`src/verilog/dmatm_pkg.sv`:
```
// Shared constants and types for the DMA channel transfer-mode sequencer
package dmatm_pkg;
    // Channel control word layout
    localparam int unsigned CTRL_W     = 32;
    localparam int unsigned MODE_LSB   = 0;
    localparam int unsigned MODE_W     = 3;
    localparam int unsigned ITEM_LSB   = 4;
    localparam int unsigned ITEM_CNT_W = 10;

    // Transfer mode codes
    localparam logic [MODE_W-1:0] MODE_STOP       = 3'h0;
    localparam logic [MODE_W-1:0] MODE_BASIC      = 3'h1;
    localparam logic [MODE_W-1:0] MODE_AUTO       = 3'h2;
    localparam logic [MODE_W-1:0] MODE_PINGPONG   = 3'h3;
    localparam logic [MODE_W-1:0] MODE_MEM_SG     = 3'h4;
    localparam logic [MODE_W-1:0] MODE_MEM_SG_ALT = 3'h5;
    localparam logic [MODE_W-1:0] MODE_PER_SG     = 3'h6;
    localparam logic [MODE_W-1:0] MODE_PER_SG_ALT = 3'h7;

    // Structure select values
    localparam logic SEL_PRIMARY = 1'b0;

    typedef enum logic [2:0] {
        ST_IDLE,
        ST_FETCH,
        ST_ARB,
        ST_WAIT,
        ST_DONE
    } dmatm_state_e;
endpackage : dmatm_pkg

```
`src/verilog/dmatm_channel.sv`:
```
// One DMA channel: transfer-mode decode and cycle sequencing
`timescale 1ns/1ps
// Functional notes
// - Mode comes from the low three bits of the fetched control word.
// - Mode zero means stopped or invalid; no transfers happen.
// - Basic mode needs a new request before every arbitration entry.
// - Auto-request mode moves the whole item count after one request.
// - Ping-pong runs cycles alternately from primary and alternate structures.
// - Ping-pong ends on an invalid structure or a change to any mode other than ping-pong.
module dmatm_channel #(
    parameter int unsigned CNT_W = dmatm_pkg::ITEM_CNT_W
) (
    // Clock and reset
    input  wire logic                              clk_sys_i,
    input  wire logic                              reset_i,
    // Channel requests
    input  wire logic                              req_i,
    input  wire logic                              sw_req_i,
    // Control word fetch
    output logic                                   fetch_o,
    output logic                                   alt_sel_o,
    input  wire logic                              word_valid_i,
    input  wire logic [dmatm_pkg::CTRL_W-1:0]      ctrl_word_i,
    // Transfer and status
    output logic                                   xfer_o,
    output logic                                   done_o,
    output logic                                   stopped_o,
    output logic [dmatm_pkg::MODE_W-1:0]           mode_o,
    output logic [CNT_W:0]                         remaining_o
);
    import dmatm_pkg::*;

    localparam logic [CNT_W:0] ONE_ITEM = {{CNT_W{1'b0}}, 1'b1};

    dmatm_state_e          state_q;
    dmatm_state_e          state_d;
    logic                  first_q;
    logic                  first_d;
    logic                  each_q;
    logic                  pp_q;
    logic                  alt_q;
    logic                  alt_d;
    logic                  stopped_q;
    logic                  fetch_q;
    logic                  xfer_q;
    logic                  done_q;
    logic [MODE_W-1:0]     mode_q;
    logic [CNT_W:0]        remaining_q;
    logic [CNT_W:0]        remaining_d;

    wire                   req_any;
    wire [MODE_W-1:0]      word_mode;
    wire [CNT_W:0]         word_count;
    wire                   w_stop;
    wire                   w_each;
    wire                   w_pp;
    wire                   last_item;
    wire                   word_take;

    assign req_any    = req_i | sw_req_i;
    assign word_mode  = ctrl_word_i[MODE_LSB +: MODE_W];
    // Field holds count minus one
    assign word_count = {1'b0, ctrl_word_i[ITEM_LSB +: CNT_W]} + ONE_ITEM;
    assign last_item  = (remaining_q == ONE_ITEM);
    assign word_take  = (state_q == ST_FETCH) && word_valid_i;

    dmatm_mode_dec u_dec (
        .mode_i     (word_mode),
        .stop_o     (w_stop),
        .each_req_o (w_each),
        .pingpong_o (w_pp)
    );

    always_comb begin
        state_d     = state_q;
        first_d     = first_q;
        alt_d       = alt_q;
        remaining_d = remaining_q;
        case (state_q)
            ST_IDLE: begin
                if (req_any) begin
                    state_d = ST_FETCH;
                    first_d = 1'b1;
                end
            end
            ST_FETCH: begin
                if (word_valid_i) begin
                    if (w_stop) begin
                        state_d = ST_IDLE;
                        alt_d   = SEL_PRIMARY;
                    end else begin
                        remaining_d = word_count;
                        // A follow-on cycle waits for its own request
                        state_d     = first_q ? ST_ARB : ST_WAIT;
                    end
                end
            end
            ST_ARB: begin
                remaining_d = remaining_q - ONE_ITEM;
                if (last_item) begin
                    state_d = ST_DONE;
                end else if (each_q) begin
                    state_d = ST_WAIT;
                end else begin
                    state_d = ST_ARB;
                end
            end
            ST_WAIT: begin
                if (req_any) begin
                    state_d = ST_ARB;
                end
            end
            ST_DONE: begin
                if (pp_q) begin
                    state_d = ST_FETCH;
                    alt_d   = ~alt_q;
                    first_d = 1'b0;
                end else begin
                    state_d = ST_IDLE;
                    alt_d   = SEL_PRIMARY;
                end
            end
            default: begin
                state_d = ST_IDLE;
            end
        endcase
    end

    always_ff @(posedge clk_sys_i) begin
        if (reset_i) begin
            state_q     <= ST_IDLE;
            first_q     <= 1'b0;
            alt_q       <= SEL_PRIMARY;
            remaining_q <= '0;
        end else begin
            state_q     <= state_d;
            first_q     <= first_d;
            alt_q       <= alt_d;
            remaining_q <= remaining_d;
        end
    end

    // Mode flags latch only on a fetched word, so a stale word in RAM cannot steer a live cycle
    always_ff @(posedge clk_sys_i) begin
        if (reset_i) begin
            mode_q    <= MODE_STOP;
            each_q    <= 1'b0;
            pp_q      <= 1'b0;
            stopped_q <= 1'b1;
        end else if (word_take) begin
            mode_q    <= word_mode;
            each_q    <= w_each;
            pp_q      <= w_pp;
            stopped_q <= w_stop;
        end
    end

    always_ff @(posedge clk_sys_i) begin
        if (reset_i) begin
            fetch_q <= 1'b0;
            xfer_q  <= 1'b0;
            done_q  <= 1'b0;
        end else begin
            fetch_q <= (state_d == ST_FETCH);
            xfer_q  <= (state_q == ST_ARB);
            done_q  <= (state_q == ST_DONE);
        end
    end

    assign fetch_o     = fetch_q;
    assign alt_sel_o   = alt_q;
    assign xfer_o      = xfer_q;
    assign done_o      = done_q;
    assign stopped_o   = stopped_q;
    assign mode_o      = mode_q;
    assign remaining_o = remaining_q;
endmodule : dmatm_channel

```
`src/verilog/dmatm_mode_dec.sv`:
```
// Transfer mode code decoder
`timescale 1ns/1ps
module dmatm_mode_dec (
    // Mode code
    input  wire logic [dmatm_pkg::MODE_W-1:0] mode_i,
    // Decoded behaviour
    output logic                              stop_o,
    output logic                              each_req_o,
    output logic                              pingpong_o
);
    import dmatm_pkg::*;

    assign stop_o     = (mode_i == MODE_STOP);
    // Auto-request and memory scatter-gather need only the opening request
    assign each_req_o = (mode_i == MODE_BASIC) || (mode_i == MODE_PINGPONG) ||
                        (mode_i == MODE_PER_SG) || (mode_i == MODE_PER_SG_ALT);
    assign pingpong_o = (mode_i == MODE_PINGPONG);
endmodule : dmatm_mode_dec

```
`config.mk`:
```
export PLATFORM = sky130hd
export DESIGN_NAME = dmatm_channel
export DESIGN_NICKNAME = d
export VERILOG_FILES = /design/src/verilog/dmatm_pkg.sv /design/src/verilog/dmatm_channel.sv /design/src/verilog/dmatm_mode_dec.sv
export SDC_FILE = /design/constraint.sdc
export NUM_CORES = 1
export LEC_CHECK = 0
export BUFFER_PORTS_ARGS = -buffer_cell sky130_fd_sc_hd__buf_4
export CORE_ASPECT_RATIO = 0.75
export CORE_MARGIN = 2
export CORE_UTILIZATION = 31
export CTS_CLUSTER_DIAMETER = 50
export DETAILED_ROUTE_END_ITERATION = 16
export SLEW_MARGIN = 10
export SYNTH_ARGS = -nofsm -noshare
export SYNTH_HDL_FRONTEND = slang
export SYNTH_SLANG_ARGS = --single-unit
```
`constraint.sdc`:
```
create_clock -name clk_sys_i -period 2.25 [get_ports clk_sys_i]
set_input_delay 0.225 -clock clk_sys_i [delete_from_list [all_inputs] [get_ports clk_sys_i]]
set_output_delay 0.225 -clock clk_sys_i [all_outputs]
set_load 0.01 [all_outputs]
```
==> flow_metrics.env <==
export IMPL_hold_buffers=0
export IMPL_num_vias=1412
export IMPL_crit_required_ps=2410
export IMPL_yosys_warnings=0
export IMPL_io_buffers=36
export IMPL_finalMaxSlewViolations=0
export IMPL_gr_total_overflow=0
export IMPL_power_per_cell_area_mw_per_mm2=618
export IMPL_clock_latency_ps=270
export IMPL_swShare_pct=31.2
export IMPL_crit_type="flip-flop to flip-flop"
export IMPL_synth_flop_cell="dfxtp_1"
export IMPL_grt_pass1_wl_um=5820
export IMPL_cap_viol_max_count=0
export IMPL_gp_congestion=0.775
export IMPL_fillers=487
export IMPL_yosysUniqueCellTypes=48
export IMPL_seqCellArea_um2=500
export IMPL_final_util_pct=41.0
export IMPL_final_area_mm2=0.00181
export IMPL_layout_common_cells="buf_4 (44), dfxtp_1 (25), nand2_1 (15)"
export IMPL_hpwl_um=2700
export IMPL_crit_path_start_kind="flip-flop"
export IMPL_avgSynthCellArea_um2=8.28
export IMPL_ctsHtreeMaxLevel=1
export IMPL_drive_gt1_share_pct=25.4
export IMPL_clock_sinks=25
export IMPL_multi_input_area_um2=841
export IMPL_dpl_cell_area_mm2=0.00177
export IMPL_grt_max_degree=23
export IMPL_drt_iter0_drc=74
export IMPL_cts_tree="yes"
export IMPL_max_slew_margin_pct=68.4
export IMPL_start_util_pct=31.9
export IMPL_min_path_type="input pin to flip-flop"
export IMPL_cts_buffer_depth=2
export IMPL_placementRows=21
export IMPL_drt_antenna_violating_nets=0
export IMPL_critPathSlowestCell="or4b_4"
export IMPL_tightestPinTransition_ps=474
export IMPL_core_area_mm2=0.00441
export IMPL_syn_to_final_growth_pct=28.6
export IMPL_cts_buffers=3
export IMPL_power_frac_comb_pct=29.4
export IMPL_finalSetupViolCount=0
export IMPL_die_h_um=62.4
export IMPL_outcome="finished, final reports clean"
export IMPL_cts_setup_buffers=0
export IMPL_grt_pass1_vias=1172
export IMPL_ys_seq_area_share_pct=35.6
export IMPL_die_w_um=81.8
export IMPL_p_leak_nw=0.688
export IMPL_clk_pin_slew_ps=90
export IMPL_clockRootBuffer="clkbuf_8"
export IMPL_synthArstFlopShare_pct=0
export IMPL_ys_ff_latch=25
export IMPL_final_common_cell="buf_4"
export IMPL_synthesis_nets=210
export IMPL_min_period_over_period_pct=85.4
export IMPL_fmax_ghz=0.520
export IMPL_worst_clock_skew_ps=7.80
export IMPL_via_per_inst=5.31
export IMPL_p_int_mw=0.770
export IMPL_clkPwrFrac_pct=23.5
export IMPL_cpPeakStageDelay_ps=550
export IMPL_synth_cells=170
export IMPL_min_period_ps=1920
export IMPL_wl_um=3650
export IMPL_drc=0
export IMPL_rsz0062_at_grt="false"
export IMPL_synth_edf_count=0
export IMPL_track_usage_pct=14.8
export IMPL_hold_violations=0
export IMPL_crit_fanout=5
export IMPL_antenna_found_initial=0
export IMPL_antenna_cells=0
export IMPL_die_area_mm2=0.00510
export IMPL_wl_per_cell_um=13.7
export IMPL_power_total_mw=1.12
export IMPL_final_nets=250
export IMPL_synthesis_area_mm2=0.00141
export IMPL_p_sw_mw=0.349
export IMPL_ir_drop_mv=0.247
export IMPL_crit_arrival_ps=2080
export IMPL_fin_setup_tns_ps=0
export IMPL_num_io_pins=56
export IMPL_seq_power_share_pct=47.0
export IMPL_ctsResizeCount=0
export IMPL_critical_path_endpoint_type="flip-flop"
export IMPL_first_pass_iters=4
export IMPL_crit_chain="ha_1 > or4b_1 > or4b_4 > o221a_1"
## cell families (layout without fill, tap and decap cells)
group | count (synthesis) | after routing | share of synthesized area, %
AND/OR/NAND/NOR | 81 | 81 | 33.1
AO/OA/AOI/OAI | 40 | 40 | 20.0
flip-flops | 25 | 25 | 35.6
buffers and inverters | 15 | 54 | 4.71
XOR/XNOR | 4 | 4 | 2.49
adder cells (fa/ha/maj) | 3 | 3 | 2.67
multiplexers | 2 | 2 | 1.51
## final cells by class
class / count / area share, %
Clock buffer: 4 / 2.49
Inverter: 6 / 1.24
Multi-Input combinational cell: 130 / 46.4
Sequential cell: 25 / 27.6
Tap cell: 57 / 3.94
Timing Repair Buffer: 44 / 18.2
## synthesized netlist by cell type (2+ instances only)
library cell / count / area share (%)
dfxtp_1: 25 / 36
nand2_1: 15 / 4.0
nor2_1: 12 / 3.2
nand3_1: 10 / 3.6
nor3_1: 10 / 3.6
a21oi_1: 9 / 3.2
nand4_1: 7 / 3.1
a31oi_1: 6 / 2.7
inv_1: 6 / 1.6
o21ai_0: 6 / 2.1
buf_2: 4 / 1.4
nand3b_1: 4 / 2.1
or3_1: 4 / 1.8
a211oi_1: 3 / 1.6
a2bb2oi_1: 3 / 1.9
ha_1: 3 / 2.7
nand2b_1: 3 / 1.3
o211ai_1: 3 / 1.6
xnor2_1: 3 / 1.9
buf_1: 2 / 0.53
nand4b_1: 2 / 1.2
nor4_1: 2 / 0.89
o221a_1: 2 / 1.6
o31a_1: 2 / 1.2
## worst max-delay path, delay by kind of cell, from the launching register on
kind | cells | cell delay (ps)
DFF | 1 | 420
adders and majority gates | 1 | 180
AOI/OAI and AO/OA | 1 | 230
and+or+nand+nor | 2 | 980
## routing by layer
layer	routed length, um	GRT usage (%)	vias to the layer above	share of wire (%)
met2	1440	19.6	35	39
met5	0	0	-	0
met1	1960	23.5	654	54
met3	233	4.51	2	6.4
li1	-	-	721	-
met4	12	2.50	0	0.33
## flip-flops by register name (all words and copies together) (netlist names)
| register | cells |
|---|---|
| state_q | 3 |
| pp_q | 1 |
| xfer_o | 1 |
| first_q | 1 |
| stopped_o | 1 |
| fetch_o | 1 |
| remaining_o | 11 |
| each_q | 1 |
| mode_o | 3 |
| done_o | 1 |
| alt_sel_o | 1 |
## through the flow
step / instances / worst slack [ps] / hold WS, ps
finish: 266 / 328 / 231
global route: 266 / 265 / 234
CTS: 266 / 332 / 223
detailed placement: 262 / 346 / 451
global placement: 262 / 355 / 450
floorplan: 170 / 400 / 361
## power by group through the flow
| stage | clock [mW] | sequential, mW | combinational, mW |
|---|---|---|---|
| 2_1_floorplan | 0 | 0.532 | 0.184 |
| 3_3_place_gp | 0 | 0.536 | 0.323 |
| 3_5_place_dp | 0 | 0.537 | 0.327 |
| 6_report | 0.263 | 0.526 | 0.329 |
| 5_1_grt | 0.290 | 0.535 | 0.363 |
| 4_1_cts | 0.275 | 0.527 | 0.328 |
## final timing paths
kind / startpoint / to / slack, ps / depth (start not counted)
setup / recovery: remaining_o[0]$_SDFFE_PP0P_ / state_q[1]$_SDFF_PP0_ / 330 / 4
hold / removal: ctrl_word_i[0] / mode_o[0]$_SDFFE_PP0P_ / 230 / 3
setup reg to reg: remaining_o[0]$_SDFFE_PP0P_ / state_q[1]$_SDFF_PP0_ / 330 / 4
hold reg to reg: mode_o[0]$_SDFFE_PP0P_ / mode_o[0]$_SDFFE_PP0P_ / 460 / 2
(Power assumes the default switching activity.)
